===== src/logic/pomg_pkg.sv =====
// Package for the port one multiplexed GPIO block: offsets, reset values and carriers.
package pomg_pkg;

    // ------------------------------------------------------------
    // Register map
    // ------------------------------------------------------------
    localparam logic [15:0] POMG_ADDR_DATA_LATCH = 16'hfe44;
    localparam logic [15:0] POMG_ADDR_DIRECTION  = 16'hfe45;
    localparam logic [15:0] POMG_ADDR_FUNCTION   = 16'hfe46;
    localparam logic [15:0] POMG_ADDR_TEST_MISC  = 16'hfe47;

    localparam logic [7:0] POMG_RST_DATA_LATCH = 8'h00;
    localparam logic [7:0] POMG_RST_DIRECTION  = 8'h00;
    localparam logic [7:0] POMG_RST_FUNCTION   = 8'h00;
    localparam logic [7:0] POMG_RST_TEST_MISC  = 8'h00;
    // Test register bits kept here: only bits 7 and 0 (reserved) and bit 3 are stored.
    localparam logic [7:0] POMG_TEST_KEEP_MASK = 8'h89;
    // Bit 3 of the test register reads as one.
    localparam logic [7:0] POMG_TEST_ONE_MASK  = 8'h08;

    // ------------------------------------------------------------
    // Pin positions of the multiplexed functions
    // ------------------------------------------------------------
    localparam int POMG_BIT_PWM_HIGH  = 7;
    localparam int POMG_BIT_PWM_LOW   = 6;
    localparam int POMG_BIT_SU1_CLK   = 5;
    localparam int POMG_BIT_SU1_RX    = 4;
    localparam int POMG_BIT_SU1_DATA  = 3;
    localparam int POMG_BIT_SU0_CLK   = 2;
    localparam int POMG_BIT_SU0_RX    = 1;
    localparam int POMG_BIT_SU0_DATA  = 0;

    // ------------------------------------------------------------
    // Carriers
    // ------------------------------------------------------------
    typedef enum logic [1:0] {
        POMG_ACC_READ,
        POMG_ACC_WRITE,
        POMG_ACC_RMW_READ,
        POMG_ACC_IDLE
    } pomg_access_e;

    typedef struct packed {
        logic        req;
        logic        wr;
        logic        rmw;
        logic [15:0] addr;
        logic [7:0]  wdata;
    } pomg_bus_req_s;

    typedef struct packed {
        logic timer_one_high_pwm;
        logic timer_one_low_pwm;
        logic base_timer_buzzer;
        logic serial_unit_one_clk;
        logic serial_unit_one_data;
        logic serial_unit_one_active;
        logic serial_unit_zero_clk;
        logic serial_unit_zero_data;
        logic serial_unit_zero_active;
    } pomg_periph_s;

    typedef struct packed {
        logic serial_unit_one_rx;
        logic serial_unit_zero_rx;
    } pomg_periph_in_s;

endpackage


===== src/logic/pomg_port.sv =====
// Top of the port one multiplexed GPIO block.
// Notes on behaviour
// - Direction bit one makes a pin output; function zero drives the latch value.
// - A plain data read returns the sampled pin levels.
// - Read-modify-write reads of the data register return the latch contents.
// - Pin levels read back for every bit whatever the direction.
// - Pull-up on only for direction zero with latch one.
// - Input floats with latch zero and is pulled up with latch one; output drives its level low or high, high floats when open-drain.
// - Bit 7 merged value is PWM high AND buzzer, XOR latch.
// - Bit 6 merged value is PWM low XOR latch.
// - Bit 5 merged value is serial one clock OR latch.
// - Bits 4 and 3 carry serial one data OR their latch bit.
// - Bit 2 merged value is serial zero clock OR latch.
// - Bits 1 and 0 carry serial zero data OR their latch bit.
// - Active serial one receives from pin 4 regardless of direction.
// - Active serial zero receives from pin 1 regardless of direction.
// - Open-drain bits release the pin for any high output.
// - In low-power modes every pin holds its entry state.
// - Function bits act only on output bits.
`timescale 1ns/1ns
module pomg_port #(
    parameter int           WIDTH          = 8,
    parameter logic [7:0]   OPEN_DRAIN_OPT = 8'h00
) (
    input  wire logic                   clk,
    input  wire logic                   rst,
    input  wire pomg_pkg::pomg_bus_req_s bus_req,
    output logic [7:0]                  bus_rdata_q,
    output logic                        bus_rvalid_q,
    input  wire pomg_pkg::pomg_periph_s periph,
    output pomg_pkg::pomg_periph_in_s   periph_in_q,
    input  wire logic                   low_power,
    input  wire logic [WIDTH-1:0]       pin_in,
    output logic      [WIDTH-1:0]       pin_out_q,
    output logic      [WIDTH-1:0]       pin_oe_q,
    output logic      [WIDTH-1:0]       pull_up_q
);
    // ------------------------------------------------------------
    // Registers
    // ------------------------------------------------------------
    logic [WIDTH-1:0] latch_q;
    logic [WIDTH-1:0] latch_d;
    logic [WIDTH-1:0] dir_q;
    logic [WIDTH-1:0] dir_d;
    logic [WIDTH-1:0] func_q;
    logic [WIDTH-1:0] func_d;
    logic [7:0]       test_q;
    logic [7:0]       test_d;
    logic [7:0]       rdata_d;
    logic             rvalid_d;
    logic [WIDTH-1:0] pin_level;
    pomg_pkg::pomg_access_e acc;

    pomg_pin_sync #(
        .WIDTH (WIDTH)
    ) u_sync (
        .clk      (clk),
        .rst      (rst),
        .async_in (pin_in),
        .level_q  (pin_level)
    );

    always_comb begin
        if (!bus_req.req) begin
            acc = pomg_pkg::POMG_ACC_IDLE;
        end else if (bus_req.wr) begin
            acc = pomg_pkg::POMG_ACC_WRITE;
        end else if (bus_req.rmw) begin
            acc = pomg_pkg::POMG_ACC_RMW_READ;
        end else begin
            acc = pomg_pkg::POMG_ACC_READ;
        end
    end

    always_comb begin
        latch_d  = latch_q;
        dir_d    = dir_q;
        func_d   = func_q;
        test_d   = test_q;
        rdata_d  = bus_rdata_q;
        rvalid_d = 1'b0;
        unique case (acc)
            pomg_pkg::POMG_ACC_WRITE: begin
                unique case (bus_req.addr)
                    pomg_pkg::POMG_ADDR_DATA_LATCH: latch_d = bus_req.wdata[WIDTH-1:0];
                    pomg_pkg::POMG_ADDR_DIRECTION:  dir_d   = bus_req.wdata[WIDTH-1:0];
                    pomg_pkg::POMG_ADDR_FUNCTION:   func_d  = bus_req.wdata[WIDTH-1:0];
                    // Reserved bits are stored as written so a wrong write is visible. 
                    pomg_pkg::POMG_ADDR_TEST_MISC:  test_d  = bus_req.wdata & pomg_pkg::POMG_TEST_KEEP_MASK;
                    default: ;
                endcase
            end
            pomg_pkg::POMG_ACC_READ, pomg_pkg::POMG_ACC_RMW_READ: begin
                rvalid_d = 1'b1;
                unique case (bus_req.addr)
                    pomg_pkg::POMG_ADDR_DATA_LATCH: begin
                        if (acc == pomg_pkg::POMG_ACC_RMW_READ) begin
                            rdata_d = 8'(latch_q);
                        end else begin
                            rdata_d = 8'(pin_level);
                        end
                    end
                    pomg_pkg::POMG_ADDR_DIRECTION:  rdata_d = 8'(dir_q);
                    pomg_pkg::POMG_ADDR_FUNCTION:   rdata_d = 8'(func_q);
                    pomg_pkg::POMG_ADDR_TEST_MISC:  rdata_d = test_q | pomg_pkg::POMG_TEST_ONE_MASK;
                    default:                        rdata_d = 8'h00;
                endcase
            end
            pomg_pkg::POMG_ACC_IDLE: ;
        endcase
    end

    always_ff @(posedge clk) begin
        if (rst) begin
            latch_q      <= WIDTH'(pomg_pkg::POMG_RST_DATA_LATCH);
            dir_q        <= WIDTH'(pomg_pkg::POMG_RST_DIRECTION);
            func_q       <= WIDTH'(pomg_pkg::POMG_RST_FUNCTION);
            test_q       <= pomg_pkg::POMG_RST_TEST_MISC;
            bus_rdata_q  <= 8'h00;
            bus_rvalid_q <= 1'b0;
        end else begin
            latch_q      <= latch_d;
            dir_q        <= dir_d;
            func_q       <= func_d;
            test_q       <= test_d;
            bus_rdata_q  <= rdata_d;
            bus_rvalid_q <= rvalid_d;
        end
    end

    // ------------------------------------------------------------
    // Peripheral merge
    // ------------------------------------------------------------
    logic [WIDTH-1:0] merged;
    logic [WIDTH-1:0] cell_out;
    logic [WIDTH-1:0] cell_oe;
    logic [WIDTH-1:0] cell_pu;

    always_comb begin
        merged = latch_q;
        merged[pomg_pkg::POMG_BIT_PWM_HIGH] = (periph.timer_one_high_pwm & periph.base_timer_buzzer)
                                            ^ latch_q[pomg_pkg::POMG_BIT_PWM_HIGH];
        merged[pomg_pkg::POMG_BIT_PWM_LOW]  = periph.timer_one_low_pwm
                                            ^ latch_q[pomg_pkg::POMG_BIT_PWM_LOW];
        merged[pomg_pkg::POMG_BIT_SU1_CLK]  = periph.serial_unit_one_clk
                                            | latch_q[pomg_pkg::POMG_BIT_SU1_CLK];
        merged[pomg_pkg::POMG_BIT_SU1_RX]   = periph.serial_unit_one_data
                                            | latch_q[pomg_pkg::POMG_BIT_SU1_RX];
        merged[pomg_pkg::POMG_BIT_SU1_DATA] = periph.serial_unit_one_data
                                            | latch_q[pomg_pkg::POMG_BIT_SU1_DATA];
        merged[pomg_pkg::POMG_BIT_SU0_CLK]  = periph.serial_unit_zero_clk
                                            | latch_q[pomg_pkg::POMG_BIT_SU0_CLK];
        merged[pomg_pkg::POMG_BIT_SU0_RX]   = periph.serial_unit_zero_data
                                            | latch_q[pomg_pkg::POMG_BIT_SU0_RX];
        merged[pomg_pkg::POMG_BIT_SU0_DATA] = periph.serial_unit_zero_data
                                            | latch_q[pomg_pkg::POMG_BIT_SU0_DATA];
    end

    generate
        for (genvar g = 0; g < WIDTH; g++) begin : g_cell
            pomg_bit_cell u_cell (
                .latch_bit    (latch_q[g]),
                .dir_bit      (dir_q[g]),
                .func_bit     (func_q[g]),
                .merged_value (merged[g]),
                .open_drain   (OPEN_DRAIN_OPT[g]),
                .pin_value    (cell_out[g]),
                .pin_oe       (cell_oe[g]),
                .pull_up      (cell_pu[g])
            );
        end
    endgenerate

    // ------------------------------------------------------------
    // Pin drivers
    // ------------------------------------------------------------
    // While in a low-power mode the pin registers simply stop loading, so
    // the state seen at entry is held for the whole mode.
    logic [WIDTH-1:0]          pin_out_d;
    logic [WIDTH-1:0]          pin_oe_d;
    logic [WIDTH-1:0]          pull_up_d;
    pomg_pkg::pomg_periph_in_s periph_in_d;

    always_comb begin
        pin_out_d   = low_power ? pin_out_q : cell_out;
        pin_oe_d    = low_power ? pin_oe_q  : cell_oe;
        pull_up_d   = low_power ? pull_up_q : cell_pu;
        periph_in_d = periph_in_q;
        if (periph.serial_unit_one_active) begin
            periph_in_d.serial_unit_one_rx = pin_level[pomg_pkg::POMG_BIT_SU1_RX];
        end
        if (periph.serial_unit_zero_active) begin
            periph_in_d.serial_unit_zero_rx = pin_level[pomg_pkg::POMG_BIT_SU0_RX];
        end
    end

    always_ff @(posedge clk) begin
        if (rst) begin
            pin_out_q   <= '0;
            pin_oe_q    <= '0;
            pull_up_q   <= '0;
            periph_in_q <= '0;
        end else begin
            pin_out_q   <= pin_out_d;
            pin_oe_q    <= pin_oe_d;
            pull_up_q   <= pull_up_d;
            periph_in_q <= periph_in_d;
        end
    end
endmodule // pomg_port


===== src/logic/pomg_pin_sync.sv =====
// Three-stage synchroniser for the port pins with agreement filter.
`timescale 1ns/1ns
module pomg_pin_sync #(
    parameter int WIDTH = 8
) (
    input  wire logic             clk,
    input  wire logic             rst,
    input  wire logic [WIDTH-1:0] async_in,
    output logic      [WIDTH-1:0] level_q
);
    logic [WIDTH-1:0] s1_q;
    logic [WIDTH-1:0] s2_q;
    logic [WIDTH-1:0] s3_q;
    logic [WIDTH-1:0] level_d;

    // A bit only changes once the second and third stages agree.
    always_comb begin
        for (int i = 0; i < WIDTH; i++) begin
            level_d[i] = (s2_q[i] == s3_q[i]) ? s2_q[i] : level_q[i];
        end
    end

    always_ff @(posedge clk) begin
        if (rst) begin
            s1_q    <= '0;
            s2_q    <= '0;
            s3_q    <= '0;
            level_q <= '0;
        end else begin
            s1_q    <= async_in;
            s2_q    <= s1_q;
            s3_q    <= s2_q;
            level_q <= level_d;
        end
    end
endmodule // pomg_pin_sync


===== src/logic/pomg_bit_cell.sv =====
// One port bit: output mux, drive enable and pull-up control.
`timescale 1ns/1ns
module pomg_bit_cell (
    input  wire logic latch_bit,
    input  wire logic dir_bit,
    input  wire logic func_bit,
    input  wire logic merged_value,
    input  wire logic open_drain,
    output logic      pin_value,
    output logic      pin_oe,
    output logic      pull_up
);
    logic level;

    always_comb begin
        level = func_bit ? merged_value : latch_bit;
        pin_value = level;
        pin_oe = dir_bit && !(open_drain && level);
        pull_up = !dir_bit && latch_bit;
    end
endmodule // pomg_bit_cell


===== config.mk =====
export PLATFORM = sky130hd
export DESIGN_NAME = pomg_port
export DESIGN_NICKNAME = d
export VERILOG_FILES = /design/src/logic/pomg_pkg.sv /design/src/logic/pomg_port.sv /design/src/logic/pomg_pin_sync.sv /design/src/logic/pomg_bit_cell.sv
export SDC_FILE = /design/constraint.sdc
export NUM_CORES = 1
export LEC_CHECK = 0
export BUFFER_PORTS_ARGS = -buffer_cell sky130_fd_sc_hd__buf_4
export CORE_ASPECT_RATIO = 1.5
export CORE_UTILIZATION = 49
export CTS_CLUSTER_DIAMETER = 120
export DETAILED_ROUTE_END_ITERATION = 8
export HOLD_SLACK_MARGIN = 0.08
export PLACE_DENSITY = 0.76
export SLEW_MARGIN = 20
export SYNTH_ARGS = -nofsm -noshare
export SYNTH_HDL_FRONTEND = slang
export SYNTH_HIERARCHICAL = 1
export SYNTH_SLANG_ARGS = --single-unit

===== constraint.sdc =====
create_clock -name clk -period 1.9 [get_ports clk]
set_clock_uncertainty 0.15 [all_clocks]
set_input_delay 0.19 -clock clk [delete_from_list [all_inputs] [get_ports clk]]
set_output_delay 0.19 -clock clk [all_outputs]
set_load 0.03 [all_outputs]

==> Word level (Yosys, flattened, before mapping) <==
Cells that the tools add are included.
W data, S select, Z words.
{ "totals": {"regBits": 94, "input_bits": 47, "output_inout_bits": 35, "word_cells": 81} }
{ "op_classes": {"n_eq_ne": 14, "n_mux": 14, "bitwise_logic": 9, "n_reduce_logical": 22} }
{ "ops": {"columns": ["cell", "n"], "rows": [
  ["$eq A16 B16 Y1 const B", 4],
  ["$pmux W8 S4", 1],
  ["$mux W1", 9],
  ["$eq A1 B1 Y1", 8],
  ["$logic_and A1 B1 Y1", 8],
  ["$logic_not A1 Y1", 8],
  ["$mux W8", 1],
  ["$reduce_and A2 Y1", 4],
  ["$mux W2", 3],
  ["$or A1 B1 Y1", 6],
  ["$eq A2 B1 Y1 const B", 1],
  ["$eq A2 B2 Y1 const B", 1],
  ["$logic_not A2 Y1", 1],
  ["$reduce_or A2 Y1", 1],
  ["$xor A1 B1 Y1", 2],
  ["$and A1 B1 Y1", 1]
]} }

==> Longest topological paths before layout <==
{ "depth": {"ltp_word": 6, "depth_mapped": 6, "depth_no_buf": 6} }

==> Hierarchy <==
Netlist, hierarchy kept.
{ "by_module_without_submodules": {"columns": ["mod", "instances", "cells_each", "area_per_inst_um2"], "rows": [
  ["pomg_port", 1, 292, 2717.6],
  ["pomg_pin_sync", 1, 83, 923.4],
  ["pomg_bit_cell", 8, 3, 32.5]
]} }

==> Least setup slack after synthesis <==
Ideal clock, no wire load.
{ "synth_timing": {"path_type": "input-to-reg", "from": "input bus_req[11] (netlist bit)", "to": "register func_q[4]", "t_arrival_ns": 1.674, "slack_ns": -0.056, "cell_stages": 6, "path_buffers": 2, "path_cell_list": "or4b_4 buf_6 or4_1 buf_2 o21ai_1 a21oi_1"} }
{ "synth_between": {"elab_chain_cells": 2} }
{ "synth_rtl": {"columns": ["item", "line", "source"], "rows": [
  ["start, declared", "pomg_port.sv:27", "input wire pomg_pkg::pomg_bus_req_s bus_req,"],
  ["$eq A16 B16 Y1", "pomg_port.sv:84", "unique case (bus_req.addr)"],
  ["$reduce_and A2 Y1 (no line)", null, null],
  ["end signal, assigned", "pomg_port.sv:117", "func_q <= WIDTH'(pomg_pkg::POMG_RST_FUNCTION);"],
  ["end signal, assigned", "pomg_port.sv:124", "func_q <= func_d;"],
  ["end, declared", "pomg_port.sv:45", "logic [WIDTH-1:0] func_q;"]
]} }
Every way passes these cells.
A chain may end at the register's enable or synchronous reset.

==> Final worst setup path <==
{ "layout_timing": {"from": "input bus_req[11] (netlist bit)", "to": "register test_q[7]"} }
{ "layout_between": {"elab_chain_cells": 2} }
{ "layout_rtl": {"columns": ["item", "line", "source"], "rows": [
  ["$eq A16 B16 Y1", "pomg_port.sv:84", null],
  ["$reduce_and A2 Y1 (no line)", null, null],
  ["end signal, assigned", "pomg_port.sv:118", "test_q <= pomg_pkg::POMG_RST_TEST_MISC;"],
  ["end signal, assigned", "pomg_port.sv:125", "test_q <= test_d;"],
  ["end, declared", "pomg_port.sv:47", "logic [7:0] test_q;"]
]} }
Every way passes these cells.

==> results.yml <==
die:
  die-area_mm2: 0.008330
  row_count: 39
  coreArea_mm2: 0.007661
  start_util_pct: 50.92
  chipHeight_um: 111.3
  die_w_um: 74.86
  io_pins: 82
critical_path:
  slowest_delay_ns: 0.54
  critPathArrivalTime_ns: 1.83
  cpMostUsedCell: "buf_4"
  rr_worst_depth: 4
  setup.worst_path.class: "primary input to flip-flop"
  cp-end-kind: "flip-flop"
  worstPathMaxFanout: 6
  crit_path_start_kind: "primary input"
  path_cells: "buf_4 -> or4b_4 -> buf_4 -> or4_1 -> o21ai_0 -> a21oi_1"
  required_ns: 1.96
  cpMaxStageDelayCell: "or4b_4"
synthesis:
  yosysUniqueCellTypes: 40
  syn-cell-area_mm2: 0.003901
  synth-seq-cells: 93
  synth_edf_count: 0
  synthArstFlopShare_pct: 0
  synth.top_cells.by_area: "dfxtp_1, mux2i_1, nor2b_1, a21oi_1, o21ai_1"
  syn_avg_cell_area_um2: 9.778
  synth_top_area_share_pct: 47.72
  ys_seq_area_share_pct: 47.72
  yosys.area.top_type: "dfxtp_1"
  synth_ff_type: "dfxtp_1"
  synthCells: 399
  yosysWarnings: 6
drt:
  viasPerCell: 5.305
  via_count: 3305
  drc: 0
  wl_per_cell_um: 14.04
  drt_first_pass_iters: 4
  ant_nets: 0
  routed_wl_um: 8744
  dr.first_iter.drc_count: 220
power_and_ir_drop:
  net-switching-power_mw: 0.8459
  cellPowerDensity_mw_per_mm2: 753.7
  peakVddDrop_mv: 0.5960
  total_leakage_power_nw: 2.157
  p_clk_share_pct: 43.0
  p_sw_share_pct: 21.38
  pwr-share-comb_pct: 7.0
  sequentialPowerShare_pct: 50.0
  p_int_mw: 3.111
cts:
  ctsResizeCount: 0
  clkTransAtPathRegs_ns: 0.06
  clock_path_buffers: 2
  cts-root-buf: "clkbuf_16"
  h-tree-depth: 3
  cts_tree: "built"
  clock_sinks: 93
  insertion_delay_ns: 0.34
  cts_setup_buffers: 0
  cts_buffers: 9
  ctsHoldBuffers: 20
status:
  status: "complete, no violations"
placement:
  post_dp_cell_area_mm2: 0.004761
  post-dp-hpwl_um: 5985
  io_buffers: 81
  gp_congestion: 0.8240
finish:
  final_nets: 563
  final_area_mm2: 0.005250
  n_antenna_cell: 0
  area_growth_pct: 34.57
  drive_gt1_share_pct: 30.33
timing:
  fmax_mhz: 565.7
  period_share_pct: 93.04
  rsz0062_at_grt: "no"
  slew_viol_final: 0
  holdWs_ns: 0.1434
  setup_violations: 0
  hold_viol_final: 0
  layout_min_cycle_time_ns: 1.768
grt:
  grt_max_degree: 93
  grt_usage_pct: 22.24
  grt_pass1_wl_um: 14170
  grt_overflow: 0
  grt_pass1_vias: 3118
  antenna_found_initial: 0
run:
  max_cap_viol_count: 0
hold_path:
  hold_depth: 4
  hold_class: "primary input to flip-flop"
per-stage QoR:
step / instances / setup TNS [ns] / setup slack, ns / power (mW) / utilization, %
floorplan: 406 / -1.344 / -0.05613 / 2.142 / -
global route: 623 / 0 / 0.08067 / 4.096 / 68.53
finish: 623 / 0 / 0.1323 / 3.957 / 68.53
detailed placement: 587 / -4.669 / -0.2109 / 2.265 / 62.14
CTS: 623 / 0 / 0.1495 / 3.992 / 68.53
global placement: 587 / -4.107 / -0.1743 / 2.261 / 62.14
layer usage:
layer  wire length, um  track usage, %  vias to the layer above  part of all wire [%]
met5                 0               0                        -                     0
met4               239           12.45                        0                   2.7
met3               382           3.727                       20                   4.4
met2              4618           39.16                       98                    53
met1              3504           24.08                     1540                    40
li1                  -               -                     1647                     -
worst max-delay path: cells and delay by family:
family | cells | cell delay (ns)
buffers and inverters | 2 | 0.30
AO/OA/AOI/OAI | 2 | 0.28
AND/OR/NAND/NOR | 2 | 1.06
synth_stat cells, drive strengths merged (2+ instances only):
cell type / n
a21oi: 34
mux2i: 27
nand3: 24
or4bb: 2
or4: 4
buf: 17
or2: 6
nand2: 12
nand3b: 2
dfxtp: 93
a31oi: 5
nor2: 27
a22oi: 7
or4b: 2
mux2: 17
nor4: 4
nor3b: 8
clkbuf: 10
a41oi: 2
a21boi: 8
nand4: 3
nor2b: 34
o21ai: 43
flip-flops by register name (all words and copies together), names as in the netlist:
signal	count
bus_rdata_q	8
bus_rvalid_q	1
dir_q	8
func_q	8
latch_q	8
periph_in_q	2
pin_oe_q	8
pin_out_q	8
pull_up_q	8
test_q	2
u_sync/level_q	8
u_sync/s1_q	8
u_sync/s2_q	8
u_sync/s3_q	8
layout make-up:
cell class              count  area (um^2)
multi-input cells         286         1926
fillers                   609         2411
clock buffers              13        270.3
well taps                 102        127.6
flip-flops and latches     93         1862
repair buffers            126         1046
clock inverters             3        18.77
power by group through the flow:
| stage | logic (mW) | clock network (mW) | registers (mW) |
|---|---|---|---|
| after floorplan | 0.121 | 0 | 2.02 |
| after global placement | 0.240 | 0 | 2.02 |
| after detailed placement | 0.244 | 0 | 2.02 |
| after CTS | 0.277 | 1.74 | 1.98 |
| after global routing | 0.299 | 1.82 | 1.98 |
| final | 0.277 | 1.70 | 1.98 |
cell usage in the layout (no fill, tap or decap), drive strengths merged, types with 2 or more instances in the layout:
master / netlist / layout
mux2i: 27 / 27
or4bb: 2 / 2
o21ai: 43 / 43
nand4: 3 / 3
a22oi: 7 / 7
nor2b: 34 / 34
nand3: 24 / 24
a21boi: 8 / 8
mux2: 17 / 17
conb: 1 / 8
nand2: 12 / 12
nand3b: 2 / 2
a21oi: 34 / 34
a31oi: 5 / 5
dlygate4sd3: 0 / 20
or4: 4 / 4
a41oi: 2 / 2
buf: 17 / 106
or2: 6 / 6
dfxtp: 93 / 93
clkbuf: 10 / 13
nor4: 4 / 4
nor3b: 8 / 8
clkinv: 0 / 3
or4b: 2 / 2
nor2: 27 / 27
path summary, 6_finish.rpt:
path / slack [ns] / from / endpoint
setup / recovery: 0.13 / bus_req[11] / test_q[7]
hold / removal: 0.14 / bus_req[9] / bus_rdata_q[3]
setup reg to reg: 0.52 / latch_q[3] / pin_out_q[3]
hold reg to reg: 0.29 / u_sync/s1_q[4] / u_sync/s2_q[4]
logic make-up after synthesis:
kind of cell              share of synthesized area [%]
AOI/OAI and AO/OA                                 15.23
xor gates and xnor gates                         0.4491
buffers and inverters                             3.592
DFF                                               47.72
muxes                                             12.60
other                                           0.09612
and+or+nand+nor                                   20.30
Power figures use the tool's default switching activity.
